$ cat config.mk
export PLATFORM = sky130hd
export DESIGN_NAME = pfc_pwm_timer
export DESIGN_NICKNAME = d
export VERILOG_FILES = /design/src/hdl/pfc_prescaler.v /design/src/hdl/pfc_pwm_timer.v
export VERILOG_INCLUDE_DIRS = /design/src /design/src/hdl
export SDC_FILE = /design/constraint.sdc
export NUM_CORES = 1
export LEC_CHECK = 0
export BUFFER_PORTS_ARGS = -buffer_cell sky130_fd_sc_hd__buf_2
export CAP_MARGIN = 20
export CORE_ASPECT_RATIO = 0.7
export CORE_MARGIN = 4
export CORE_UTILIZATION = 59
export CTS_BUF_LIST = sky130_fd_sc_hd__clkbuf_16
export DETAILED_ROUTE_END_ITERATION = 8
export GPL_TIMING_DRIVEN = 0
export PLACE_DENSITY = 0.76
export SLEW_MARGIN = 20
export SYNTH_ARGS = -nofsm -noshare
export SYNTH_HDL_FRONTEND = slang
export SYNTH_HIERARCHICAL = 1
export SYNTH_SLANG_ARGS = --single-unit
$ cat constraint.sdc
create_clock -name clk_sys -period 9.53 [get_ports clk_sys]
set_input_delay 0.4765 -clock clk_sys [delete_from_list [all_inputs] [get_ports clk_sys]]
set_output_delay 0.4765 -clock clk_sys [all_outputs]
set_load 0.1 [all_outputs]
$ cat src/hdl/pfc_defines.vh
/*
  Offsets, field positions, reset values and encodings for the dual-slope
  PWM timer. Assumes a 32-bit APB register bus, one aligned word per register.
*/
`ifndef PFC_DEFINES_VH
`define PFC_DEFINES_VH

// ----------------------------------------------------------------
// register byte offsets
// ----------------------------------------------------------------
`define PFC_ADDR_W        8
`define PFC_OFS_CTRL      8'h00
`define PFC_OFS_CMP_A     8'h04
`define PFC_OFS_CMP_B     8'h08
`define PFC_OFS_CMP_C     8'h0C
`define PFC_OFS_CAPT      8'h10
`define PFC_OFS_COUNT     8'h14
`define PFC_OFS_FLAGS     8'h18
`define PFC_OFS_PORT      8'h1C

// ----------------------------------------------------------------
// control register fields
// ----------------------------------------------------------------
`define PFC_CTRL_MODE_LSB 0
`define PFC_CTRL_ACTA_LSB 4
`define PFC_CTRL_ACTB_LSB 6
`define PFC_CTRL_ACTC_LSB 8
`define PFC_CTRL_CSEL_LSB 10
`define PFC_CTRL_DIR_LSB  13
`define PFC_CTRL_W        16
`define PFC_CTRL_RESET    16'h0000

// ----------------------------------------------------------------
// flag register bits
// ----------------------------------------------------------------
`define PFC_FLG_OVF       0
`define PFC_FLG_MATCH_LSB 1
`define PFC_FLG_CAPT      4
`define PFC_FLG_W         5

// ----------------------------------------------------------------
// encodings and values
// ----------------------------------------------------------------
`define PFC_MODE_TOP_CAPT 4'h8
`define PFC_MODE_TOP_CMPA 4'h9
`define PFC_MODE_TOGGLE_LO 4'h8
`define PFC_MODE_TOGGLE_HI 4'hB
`define PFC_ACT_OFF       2'h0
`define PFC_ACT_TOGGLE    2'h1
`define PFC_ACT_NONINV    2'h2
`define PFC_ACT_INV       2'h3
`define PFC_BOTTOM        16'h0000
`define PFC_CSEL_STOP     3'h0
`define PFC_CSEL_DIV1     3'h1
`define PFC_CSEL_DIV8     3'h2
`define PFC_CSEL_DIV64    3'h3
`define PFC_CSEL_DIV256   3'h4
`define PFC_CSEL_DIV1024  3'h5
`define PFC_NUM_CH        3

`endif

$ cat src/hdl/pfc_prescaler.v
/*
  Prescaler for the PWM timer: a free-running divider that emits a
  one-cycle tick enable at clk_sys divided by 1, 8, 64, 256 or 1024.
  Assumes clk_sys is the only clock and rst_b is asynchronous, active low.
*/
`timescale 1ns/1ns
`include "pfc_defines.vh"

module pfc_prescaler (
  input  wire       clk_sys,
  input  wire       rst_b,
  input  wire [2:0] clk_sel,
  output wire       tick_en
);

  reg  [9:0] div_cnt_r;
  reg  [9:0] div_mask;
  reg        tick_on;

  // ----------------------------------------------------------------
  // divider
  // ----------------------------------------------------------------
  // free running so the tick phase does not depend on selector writes
  always @(posedge clk_sys or negedge rst_b) begin
    if (!rst_b) begin
      div_cnt_r <= 10'h000;
    end else begin
      div_cnt_r <= div_cnt_r + 10'h001;
    end
  end

  always @* begin
    tick_on  = 1'b1;
    div_mask = 10'h000;
    case (clk_sel)
      `PFC_CSEL_DIV1:    div_mask = 10'h000;
      `PFC_CSEL_DIV8:    div_mask = 10'h007;
      `PFC_CSEL_DIV64:   div_mask = 10'h03F;
      `PFC_CSEL_DIV256:  div_mask = 10'h0FF;
      `PFC_CSEL_DIV1024: div_mask = 10'h3FF;
      default:           tick_on  = 1'b0;
    endcase
  end

  assign tick_en = tick_on & ((div_cnt_r & div_mask) == div_mask);

endmodule

$ cat src/hdl/pfc_pwm_timer.v
/*
  Dual-slope, phase and frequency correct 16-bit PWM timer with three
  compare channels, an APB register slave and port-pin muxing.
  Assumes one clock clk_sys, asynchronous active-low rst_b, and an APB
  master on the same clock; pin enables are resolved outside.
*/
// Notes on behaviour
// - modes 8 and 9 select this PWM
// - count zero up to TOP, back down
// - non-inverting: clear rising match, set falling
// - selector two normal, three inverted PWM
// - TOP from capture (8) or compare A (9)
// - count holds TOP for one tick
// - match flag when count equals compare
// - overflow flag with buffer load at BOTTOM
// - TOP flag: channel A or capture flag
// - compare writes buffered, loaded at BOTTOM
// - compare above TOP never matches
// - pin driven only when direction bit set
// - compare BOTTOM low, compare TOP high
// - mode 9, selector one: A toggles
// - counter advances only on prescaler tick
// - period is two times prescale times TOP
// - selector one toggles only channel A
// - selector zero leaves normal port function
`timescale 1ns/1ns
`include "pfc_defines.vh"

module pfc_pwm_timer (
  input  wire        clk_sys,
  input  wire        rst_b,
  input  wire        psel,
  input  wire        penable,
  input  wire        pwrite,
  input  wire [31:0] paddr,
  input  wire [31:0] pwdata,
  output wire        pready,
  output reg  [31:0] prdata,
  output reg         pslverr,
  output reg  [2:0]  pin_out,
  output reg  [2:0]  pin_oe
);

  // ----------------------------------------------------------------
  // state machine encoding: counting direction
  // ----------------------------------------------------------------
  localparam [1:0] ST_UP   = 2'b01;
  localparam [1:0] ST_DOWN = 2'b10;

  // ----------------------------------------------------------------
  // storage
  // ----------------------------------------------------------------
  reg  [15:0] ctrl_r;
  reg  [15:0] cmp_buf_r [0:2];
  reg  [15:0] cmp_act_r [0:2];
  reg  [15:0] capture_value_r;
  reg  [15:0] count_value_r;
  reg  [1:0]  state_r;
  reg  [4:0]  flags_r;
  reg  [2:0]  port_data_r;
  reg  [2:0]  wave_r;

  // ----------------------------------------------------------------
  // decode
  // ----------------------------------------------------------------
  wire [3:0]  waveform_mode_sel;
  wire [2:0]  clk_sel;
  wire [2:0]  pin_direction_bit;
  wire        timer_tick_enable;
  wire        mode_run;
  wire        mode_toggle_ok;
  wire        step;
  wire [15:0] top_value;
  wire        setup_ph;
  wire        wr_acc;
  wire [7:0]  reg_ofs;
  wire        ofs_valid;

  reg  [15:0] count_nxt;
  reg  [1:0]  state_nxt;
  reg  [2:0]  match;
  reg  [2:0]  wave_nxt;
  reg  [4:0]  flags_set;
  reg  [4:0]  flags_nxt;
  reg         at_bottom;
  reg         at_top;
  reg         leave_down;
  integer     i;
  integer     j;

  assign waveform_mode_sel = ctrl_r[`PFC_CTRL_MODE_LSB +: 4];
  assign clk_sel           = ctrl_r[`PFC_CTRL_CSEL_LSB +: 3];
  assign pin_direction_bit = ctrl_r[`PFC_CTRL_DIR_LSB +: 3];

  // other counting modes are not built: the counter simply holds there
  assign mode_run = (waveform_mode_sel == `PFC_MODE_TOP_CAPT) ||
                    (waveform_mode_sel == `PFC_MODE_TOP_CMPA);

  assign mode_toggle_ok = (waveform_mode_sel >= `PFC_MODE_TOGGLE_LO) &&
                          (waveform_mode_sel <= `PFC_MODE_TOGGLE_HI);

  assign top_value = (waveform_mode_sel == `PFC_MODE_TOP_CMPA) ?
                     cmp_act_r[0] : capture_value_r;

  assign step = mode_run & timer_tick_enable;

  function [1:0] act_sel;
    input [15:0] ctrl;
    input [1:0]  ch;
    begin
      case (ch)
        2'd0:    act_sel = ctrl[`PFC_CTRL_ACTA_LSB +: 2];
        2'd1:    act_sel = ctrl[`PFC_CTRL_ACTB_LSB +: 2];
        default: act_sel = ctrl[`PFC_CTRL_ACTC_LSB +: 2];
      endcase
    end
  endfunction

  // channel connected to its pin for the current selector and mode
  function conn;
    input [1:0] act;
    input [1:0] ch;
    input       tog_ok;
    begin
      case (act)
        `PFC_ACT_OFF:    conn = 1'b0;
        `PFC_ACT_TOGGLE: conn = (ch == 2'd0) && tog_ok;
        default:         conn = 1'b1;
      endcase
    end
  endfunction

  // ----------------------------------------------------------------
  // prescaler
  // ----------------------------------------------------------------
  pfc_prescaler u_presc (
    .clk_sys (clk_sys),
    .rst_b   (rst_b),
    .clk_sel (clk_sel),
    .tick_en (timer_tick_enable)
  );

  // ----------------------------------------------------------------
  // counter and direction
  // ----------------------------------------------------------------
  // compare and flags look at the value the counter moves to, so that a
  // compare of BOTTOM or TOP falls on the turn and pins the output level
  always @* begin
    count_nxt = count_value_r;
    state_nxt = state_r;
    case (state_r)
      ST_UP: begin
        if (count_value_r >= top_value) begin
          count_nxt = count_value_r - 16'h0001;
          state_nxt = ST_DOWN;
        end else begin
          count_nxt = count_value_r + 16'h0001;
        end
      end
      ST_DOWN: begin
        if (count_value_r == `PFC_BOTTOM) begin
          count_nxt = count_value_r + 16'h0001;
          state_nxt = ST_UP;
        end else begin
          count_nxt = count_value_r - 16'h0001;
        end
      end
      default: begin
        count_nxt = `PFC_BOTTOM;
        state_nxt = ST_UP;
      end
    endcase
  end

  // turning points reached at this step; each slope spans TOP ticks
  always @* begin
    at_bottom = (state_r == ST_DOWN) && (count_nxt == `PFC_BOTTOM);
    at_top    = (state_r == ST_UP) && (count_nxt == top_value);
    // a turn counts as leaving in the new direction: TOP down, BOTTOM up
    leave_down = at_top | ((state_nxt == ST_DOWN) & ~at_bottom);
  end

  // ----------------------------------------------------------------
  // compare match and waveform
  // ----------------------------------------------------------------
  always @* begin
    wave_nxt = wave_r;
    for (i = 0; i < `PFC_NUM_CH; i = i + 1) begin
      // a compare above TOP is never reached by the counter
      match[i] = (count_nxt == cmp_act_r[i]) &&
                 (cmp_act_r[i] <= top_value);
      if (match[i]) begin
        case (act_sel(ctrl_r, i[1:0]))
          `PFC_ACT_TOGGLE: begin
            if (i == 0) begin
              wave_nxt[i] = ~wave_r[i];
            end
          end
          `PFC_ACT_NONINV: begin
            // leaving a match rising clears, falling sets
            wave_nxt[i] = leave_down;
          end
          `PFC_ACT_INV: begin
            wave_nxt[i] = ~leave_down;
          end
          default: begin
            wave_nxt[i] = wave_r[i];
          end
        endcase
      end
    end
  end

  // ----------------------------------------------------------------
  // flags
  // ----------------------------------------------------------------
  always @* begin
    flags_set = 5'h00;
    if (step) begin
      flags_set[`PFC_FLG_OVF] = at_bottom;
      flags_set[`PFC_FLG_MATCH_LSB +: 3] = match;
      if (waveform_mode_sel == `PFC_MODE_TOP_CAPT) begin
        flags_set[`PFC_FLG_CAPT] = at_top;
      end else begin
        flags_set[`PFC_FLG_MATCH_LSB] = match[0] | at_top;
      end
    end
    flags_nxt = flags_r;
    if (wr_acc && reg_ofs == `PFC_OFS_FLAGS) begin
      flags_nxt = flags_r & ~pwdata[`PFC_FLG_W-1:0];
    end
    // a new event wins over a clear in the same cycle
    flags_nxt = flags_nxt | flags_set;
  end

  // ----------------------------------------------------------------
  // APB slave
  // ----------------------------------------------------------------
  assign reg_ofs   = paddr[`PFC_ADDR_W-1:0];
  assign setup_ph  = psel & ~penable;
  assign wr_acc    = psel & penable & pwrite & ofs_valid;
  assign ofs_valid = (paddr[31:`PFC_ADDR_W] == 24'h000000) &&
                     (reg_ofs[1:0] == 2'b00) && (reg_ofs <= `PFC_OFS_PORT);
  // zero wait state: read data is registered in the setup cycle
  assign pready    = 1'b1;

  always @(posedge clk_sys or negedge rst_b) begin
    if (!rst_b) begin
      prdata  <= 32'h00000000;
      pslverr <= 1'b0;
    end else if (setup_ph) begin
      pslverr <= ~ofs_valid;
      prdata  <= 32'h00000000;
      if (!pwrite && ofs_valid) begin
        case (reg_ofs)
          `PFC_OFS_CTRL:  prdata <= {16'h0000, ctrl_r};
          `PFC_OFS_CMP_A: prdata <= {16'h0000, cmp_buf_r[0]};
          `PFC_OFS_CMP_B: prdata <= {16'h0000, cmp_buf_r[1]};
          `PFC_OFS_CMP_C: prdata <= {16'h0000, cmp_buf_r[2]};
          `PFC_OFS_CAPT:  prdata <= {16'h0000, capture_value_r};
          `PFC_OFS_COUNT: prdata <= {16'h0000, count_value_r};
          `PFC_OFS_FLAGS: prdata <= {27'h0000000, flags_r};
          `PFC_OFS_PORT:  prdata <= {29'h0000000, port_data_r};
          default:        prdata <= 32'h00000000;
        endcase
      end
    end
  end

  // ----------------------------------------------------------------
  // registers written by software
  // ----------------------------------------------------------------
  always @(posedge clk_sys or negedge rst_b) begin
    if (!rst_b) begin
      ctrl_r          <= `PFC_CTRL_RESET;
      capture_value_r <= 16'h0000;
      port_data_r     <= 3'h0;
      cmp_buf_r[0]    <= 16'h0000;
      cmp_buf_r[1]    <= 16'h0000;
      cmp_buf_r[2]    <= 16'h0000;
    end else if (wr_acc) begin
      case (reg_ofs)
        `PFC_OFS_CTRL:  ctrl_r          <= pwdata[15:0];
        `PFC_OFS_CMP_A: cmp_buf_r[0]    <= pwdata[15:0];
        `PFC_OFS_CMP_B: cmp_buf_r[1]    <= pwdata[15:0];
        `PFC_OFS_CMP_C: cmp_buf_r[2]    <= pwdata[15:0];
        `PFC_OFS_CAPT:  capture_value_r <= pwdata[15:0];
        `PFC_OFS_PORT:  port_data_r     <= pwdata[2:0];
        default:        port_data_r     <= port_data_r;
      endcase
    end
  end

  // ----------------------------------------------------------------
  // timer state
  // ----------------------------------------------------------------
  always @(posedge clk_sys or negedge rst_b) begin
    if (!rst_b) begin
      count_value_r <= `PFC_BOTTOM;
      state_r       <= ST_UP;
      wave_r        <= 3'h0;
      flags_r       <= 5'h00;
      cmp_act_r[0]  <= 16'h0000;
      cmp_act_r[1]  <= 16'h0000;
      cmp_act_r[2]  <= 16'h0000;
    end else begin
      flags_r <= flags_nxt;
      // a software write to the count beats a tick in the same cycle
      if (wr_acc && reg_ofs == `PFC_OFS_COUNT) begin
        count_value_r <= pwdata[15:0];
      end else if (step) begin
        count_value_r <= count_nxt;
        state_r       <= state_nxt;
        wave_r        <= wave_nxt;
      end
      // loading only at BOTTOM keeps both slopes the same length
      if (step && at_bottom) begin
        cmp_act_r[0] <= cmp_buf_r[0];
        cmp_act_r[1] <= cmp_buf_r[1];
        cmp_act_r[2] <= cmp_buf_r[2];
      end
    end
  end

  // ----------------------------------------------------------------
  // pins
  // ----------------------------------------------------------------
  always @(posedge clk_sys or negedge rst_b) begin
    if (!rst_b) begin
      pin_out <= 3'h0;
      pin_oe  <= 3'h0;
    end else begin
      for (j = 0; j < `PFC_NUM_CH; j = j + 1) begin
        if (conn(act_sel(ctrl_r, j[1:0]), j[1:0], mode_toggle_ok)) begin
          pin_out[j] <= wave_r[j];
        end else begin
          pin_out[j] <= port_data_r[j];
        end
      end
      pin_oe <= pin_direction_bit;
    end
  end

endmodule

* Word-level counts from Yosys, hierarchy flattened *
Index checks and enable logic that the tools add are counted.

storage, ports and cells
  input port bits = 69
  register bits = 206
  output and inout port bits = 40
  word-level logic and storage cells = 147
  memory bits (read-only) = 0
  bits in writable memories = 0
  bits in latches = 0
  memories = 0

operators by class
  shift operators = 0
  equal/unequal tests = 32
  add/subtract/negate cells = 3
  order comparisons = 7
  reduce and logical (&&, ||, !) cells = 39
  bitwise operators = 19
  $mul = 0
  divide/modulo/power cells = 0
  mux-type cells = 27

operators by type and width
  operator                                                                count
  16-bit case mux with 8 select lines                                     1
  16-bit 2-to-1 mux                                                       6
  16-bit equality test                                                    4
  16-bit <= comparator                                                    3
  10-bit case mux with 4 select lines                                     1
  8-bit by 5-bit equality test with 1-bit output (second input constant)  4
  16-bit logical NOT                                                      2
  16-bit case mux with 2 select lines                                     1
  24-bit logical NOT                                                      1
  16-bit by 1-bit adder with 16-bit output (second input constant)        1
  2-bit equality test (second input constant)                             8
  8-bit by 4-bit equality test with 1-bit output (second input constant)  2
  16-bit greater-or-equal comparator                                      1
  16-bit by 1-bit subtractor with 16-bit output (second input constant)   1
  2-bit AND reduction                                                     7
  1-bit logical AND                                                       12
  4-bit AND reduction                                                     3
  10-bit by 1-bit adder with 10-bit output (second input constant)        1
  10-bit AND                                                              1
  10-bit equality test                                                    1
  2-bit by 1-bit equality test with 1-bit output (second input constant)  5
  2-bit 2-to-1 mux                                                        5
  5-bit 2-to-1 mux                                                        2
  4-bit equality test (second input constant)                             2
  25 further kinds                                                        52

* Logic depth before layout (Yosys ltp) *
  depth in word-level cells = 12
  depth in mapped cells = 22
  gate-level depth less buffers = 17

* By module *
The synthesis kept the hierarchy.

by module, submodules not included
  module         times used  area an instance (um^2)  cells an instance  sequential area each (um^2)
  pfc_pwm_timer  1           11392.2                  1100               4505.6
  pfc_prescaler  1           455.4                    38                 250.2

* Worst setup path before layout *
Ideal clock, no wire load.

  path type = register to register
  from = register ctrl_r[1]
  to = register wave_r[0]
  library setup time = 126 ps
  data arrival time = 5136 ps
  path buffers = 4
  clock period less this slack = 5262 ps
  stages on the path, launching flop included = 21
  setup slack = 4268 ps
  data required time = 9404 ps
  cell sequence = dfrtp_1 and4bb_1 buf_6 buf_1 mux2i_1 ha_1 a21oi_1 o21ai_0 a311oi_1 a21o_1 buf_6 a21boi_4 buf_4 nor4_1 nor3_4 xor2_1 o2111ai_1 or4_1 nand2b_1 a221o_1 o311a_1

on the way
  longest elaborated chain between the ends = 12
  elaborated cells between the ends (all ways) = 24

RTL lines
  what                                  line                 text
  start, declared                       pfc_pwm_timer.v:53   reg [15:0] ctrl_r;
  start signal, assigned                pfc_pwm_timer.v:275  ctrl_r <= `PFC_CTRL_RESET;
  start signal, assigned                pfc_pwm_timer.v:283  `PFC_OFS_CTRL: ctrl_r <= pwdata[15:0];
  4-bit equality test (no source line)  --
  16-bit 2-to-1 mux                     pfc_pwm_timer.v:102  assign top_value = (waveform_mode_sel == `PFC_MODE_TOP_CMPA) ?
  16-bit greater-or-equal comparator    pfc_pwm_timer.v:153  if (count_value_r >= top_value) begin
  16-bit 2-to-1 mux                     pfc_pwm_timer.v:153
  16-bit case mux with 2 select lines   pfc_pwm_timer.v:151  case (state_r)
  16-bit logical NOT (no source line)   --
  1-bit logical AND                     pfc_pwm_timer.v:177  at_bottom = (state_r == ST_DOWN) && (count_nxt == `PFC_BOTTOM);
  1-bit inverter                        pfc_pwm_timer.v:180  leave_down = at_top | ((state_nxt == ST_DOWN) & ~at_bottom);
  1-bit AND                             pfc_pwm_timer.v:180
  1-bit OR                              pfc_pwm_timer.v:180
  1-bit inverter                        pfc_pwm_timer.v:204  wave_nxt[i] = ~leave_down;
  1-bit case mux with 3 select lines    pfc_pwm_timer.v:193  case (act_sel(ctrl_r, i[1:0]))
  end signal, assigned                  pfc_pwm_timer.v:314  wave_r <= wave_nxt;
  end, declared                         pfc_pwm_timer.v:61   reg [2:0] wave_r;

Parallel ways exist; a longest one is shown, timed or not.
A chain may end at the register's enable or synchronous reset.

* Worst setup path after layout *
  from = register ctrl_r[1]
  to = register wave_r[2]

on the way
  longest elaborated chain between the ends = 12
  elaborated cells between the ends (all ways) = 24

RTL lines
  what                                  line
  4-bit equality test (no source line)  --
  16-bit 2-to-1 mux                     pfc_pwm_timer.v:102
  16-bit greater-or-equal comparator    pfc_pwm_timer.v:153
  16-bit 2-to-1 mux                     pfc_pwm_timer.v:153
  16-bit case mux with 2 select lines   pfc_pwm_timer.v:151
  16-bit logical NOT (no source line)   --
  1-bit logical AND                     pfc_pwm_timer.v:177
  1-bit inverter                        pfc_pwm_timer.v:180
  1-bit AND                             pfc_pwm_timer.v:180
  1-bit OR                              pfc_pwm_timer.v:180
  1-bit inverter                        pfc_pwm_timer.v:204
  1-bit case mux with 2 select lines    pfc_pwm_timer.v:193

Parallel ways exist; a longest one is shown, timed or not.

==> results by group <==
Yosys
  – Most common cell in the synthesized netlist: dfrtp_1
  – Yosys Warn Count: 6
  – Largest family of logic cells by synthesized area: compound AO/OA/AOI/OAI gates
  – Main synth FF type: dfrtp_1
  – XOR/XNOR share of the synthesized area: 5.10%
  – FF+latch count, synth: 190
  – Post-synth EDFFs: 0
  – Synth cell count leaders: 189 x dfrtp_1, 131 x mux2_2, 71 x nand2_1, 65 x ha_1, 50 x o21ai_0
  – Synth Area in Compound Gates: 16.1%
  – Yosys cell types: 89
  – Synth Area in Adders: 7.03%
  – Mapped Area: 11800 um^2
  – Largest cells by area after synthesis: dfrtp_1 40%, mux2_2 12%, ha_1 6.9%
  – Area fraction of the dominant cell type after synthesis: 39.9%
  – Async set-reset flop share out of synthesis: 100%
  – Seq/Total Area, Yosys: 40.1%
  – Syn_area_per_cell: 10.4 um^2
  – Post-synth top area cell: dfrtp_1
  – Mapped Cells: 1138
  – Simple-gate share of the synthesized area: 12.7%
  – Mux cell area share after synthesis: 14.7%

Timing
  – Setup Viol. Count Final: 0
  – Unrepaired setup endpoints after global routing: no
  – Max Fclk: 0.128 GHz
  – Worst setup margin: 1720 ps
  – Pins Over Slew Limit: 0
  – Clock period minus worst slack: 7810 ps
  – Final hold vios: 0
  – Clk_skew: 15.5 ps
  – Fin crit share: 82.0%
  – Hold WS: 32.2 ps
  – Rel. slew slack: 24.7%
  – Total negative setup slack: 0 ps
  – Slew @ Worst Pin: 1120 ps

Setup path
  – Crit start category: register
  – WP data arrival: 8140 ps
  – Delay-heaviest family, CP: compound AO/OA/AOI/OAI gates
  – Crit Path Category: reg2reg
  – Flop2flop setup slack: 1720 ps
  – Reg2Reg Depth: 18
  – Worst Setup End Kind: register
  – Max FO, Critical Path: 10
  – Worst path slowest cell: nor4_1
  – Buffers plus inverters on the worst setup path: 2
  – R2r endpoint: wave_r[2]$_DFFE_PN0P_
  – Worst EP required: 9860 ps
  – Worst path max stage delay: 840 ps
  – R2r startpoint: ctrl_r[1]$_DFFE_PN0P_
  – Worst path cell trace: and4bb_1 > buf_6 > buf_1 > mux2i_1 > ha_1 > a21oi_1 > a21boi_0 > a211oi_2 > nand2_1 > o21ai_1 > a21oi_1 > o22ai_1 > xor2_1 > nor4_1 > nand3_1 > nor4_1 > nand3b_1 > mux2_2

Floorplanning
  – Die width: 177 um
  – Core area: 19700 um^2
  – Die ar.: 22400 um^2
  – Ports: 109
  – Starting density of the core: 60.0%
  – Rows: 43
  – Die height: 127 um

Clock tree
  – Root Buffer: clkbuf_16
  – Worst-skew pair later-pin latency: 450 ps
  – CTS max path bufs: 2
  – # hold bufs at CTS: 0
  – # H-tree levels: 4
  – Number of gates resized after CTS: 0
  – Clock sink total: 190
  – Worst-path clk slew: 70 ps
  – Post-CTS setup buffer count: 0
  – CTS tree: yes
  – Total CTS buffers: 17

Placed design
  – Total instance count after detailed placement: 1500
  – Post-DP HPWL: 30400 um
  – Setup WS pre-CTS: 2090 ps
  – RD Place Congestion: 0.995
  – Port Buf Inserts: 75

Flow run
  – Max_cap viols: 0

Routing
  – Drt pass-1 iters: 5
  – Drt drc: 0
  – Via Count: 10100
  – Via/cell ratio: 6.60
  – Detailed Route Iter0 Violations: 1194
  – Post-route ant nets: 0
  – Final wirelength: 39800 um
  – Post-DR wirelength/cell: 26.0 um

Status
  – Outcome: finished clean

Pwr
  – Sequential Power Share: 51.4%
  – Clock Power Share: 43.5%
  – P_leak: 6.24 nW
  – Combinational fraction of design power: 5.1%
  – Power Total: 0.00157 W
  – Switch share: 24.7%
  – P_int: 0.00118 W
  – Power per cell area: 119 nW/um^2
  – VDD IR max: 0.121 mV
  – NetSw: 0.000388 W

Cells and area
  – Layout cells sized above 1: 24.2%
  – Non-filler cells in the finished layout: 1531
  – Area grow syn2layout: 11.7%
  – Nets: 1384
  – Antenna cells: 0

Global route
  – Initial antenna violation count: 0
  – Congestion Overflow GR: 0
  – Largest net degree at the start of global routing: 101
  – Gr usage total: 35.3%
  – First-pass GRT wire length: 59200 um
  – Vias in the first global route: 9607

Worst hold path
  – Min-Delay Path Class: in2async
==> how the worst max path moves through the flow <==
| stage | from | to | slack [ps] | cells past startpoint |
|---|---|---|---|---|
| 6_report | ctrl_r[1]$_DFFE_PN0P_ | wave_r[2]$_DFFE_PN0P_ | 1720 | 18 |
| 5_1_grt | ctrl_r[1]$_DFFE_PN0P_ | wave_r[2]$_DFFE_PN0P_ | 1510 | 18 |
| 4_1_cts | ctrl_r[1]$_DFFE_PN0P_ | wave_r[2]$_DFFE_PN0P_ | 2060 | 18 |
| 3_5_place_dp | ctrl_r[1]$_DFFE_PN0P_ | wave_r[2]$_DFFE_PN0P_ | 2090 | 18 |
| 3_3_place_gp | ctrl_r[1]$_DFFE_PN0P_ | wave_r[2]$_DFFE_PN0P_ | 2060 | 18 |
| 2_1_floorplan | ctrl_r[1]$_DFFE_PN0P_ | wave_r[0]$_DFFE_PN0P_ | 4270 | 20 |
==> cell families (layout without fill, tap and decap cells) <==
family	Yosys count	in the layout
AO/OA/AOI/OAI	263	263
XOR/XNOR	69	69
buffers and inverters	101	209
adder cells (fa/ha/maj)	67	67
flip-flops	190	190
other	2	17
AND/OR/NAND/NOR	290	290
multiplexers	156	156
==> area by class of cell <==
class / count / area [um^2]
clock buffer: 17 / 425
fill: 1596 / 6510
buffer: 71 / 380
timing repair buffer: 78 / 425
tap: 270 / 338
sequential: 190 / 4760
inverter: 30 / 113
multi-input combinational: 862 / 6680
clock inverter: 13 / 114
==> sequential cells by signal, summed over array words and instances, names as in the netlist <==
| signal | count |
|---|---|
| cmp_act_r | 48 |
| pslverr | 1 |
| state_r | 2 |
| capture_value_r | 16 |
| port_data_r | 3 |
| prdata | 16 |
| flags_r | 5 |
| count_value_r | 16 |
| cmp_buf_r | 48 |
| pin_out | 3 |
| ctrl_r | 16 |
| wave_r | 3 |
| pin_oe | 3 |
| u_presc/div_cnt_r | 10 |
==> power by group through the flow <==
stage | Clock, W | Combinational [W] | Sequential [W]
final | 0.000683 | 0.0000803 | 0.000807
after detailed placement | 0 | 0.0000803 | 0.000822
after CTS | 0.000685 | 0.0000803 | 0.000807
after global routing | 0.000720 | 0.0000857 | 0.000806
after global placement | 0 | 0.0000778 | 0.000822
after floorplan | 0 | 0.0000385 | 0.000826
==> metrics by stage <==
step | util, % | instance area [um^2]
4_1_cts | 66.9 | 13200
5_1_grt | 67.0 | 13200
6_report | 67.0 | 13200
3_5_place_dp | 64.2 | 12700
3_3_place_gp | 63.9 | 12600
2_1_floorplan | - | 11900
==> layout by cell type (no fill, tap or decap), types with 5 or more instances in the layout <==
cell	count
a21o_1	15
or4_1	7
mux2i_1	24
nor2b_1	8
nor4_1	19
and3_1	6
conb_1	17
nor2_1	48
buf_4	20
ha_1	65
xnor2_1	46
nand3_1	34
and2_1	5
clkbuf_16	17
nor3_2	5
dfrtp_1	189
a22oi_1	49
o21ai_0	50
a22o_1	17
a211oi_1	6
nand2b_1	8
mux2_2	131
or3_1	5
a21oi_1	42
nor3_1	24
clkbuf_1	31
xor2_1	23
o2111ai_1	5
nand2_1	71
o22ai_1	11
nand4_1	28
inv_1	29
buf_2	88
o21a_1	5
o32a_1	5
==> per-layer routing <==
layer	GRT usage, %	wire length, um	vias to the layer above
met3	14.0	5150	62
met4	9.00	755	0
met1	52.1	17400	4983
met5	0	0	-
li1	-	-	4456
met2	48.5	16500	599
Power figures use the tool's default switching activity.
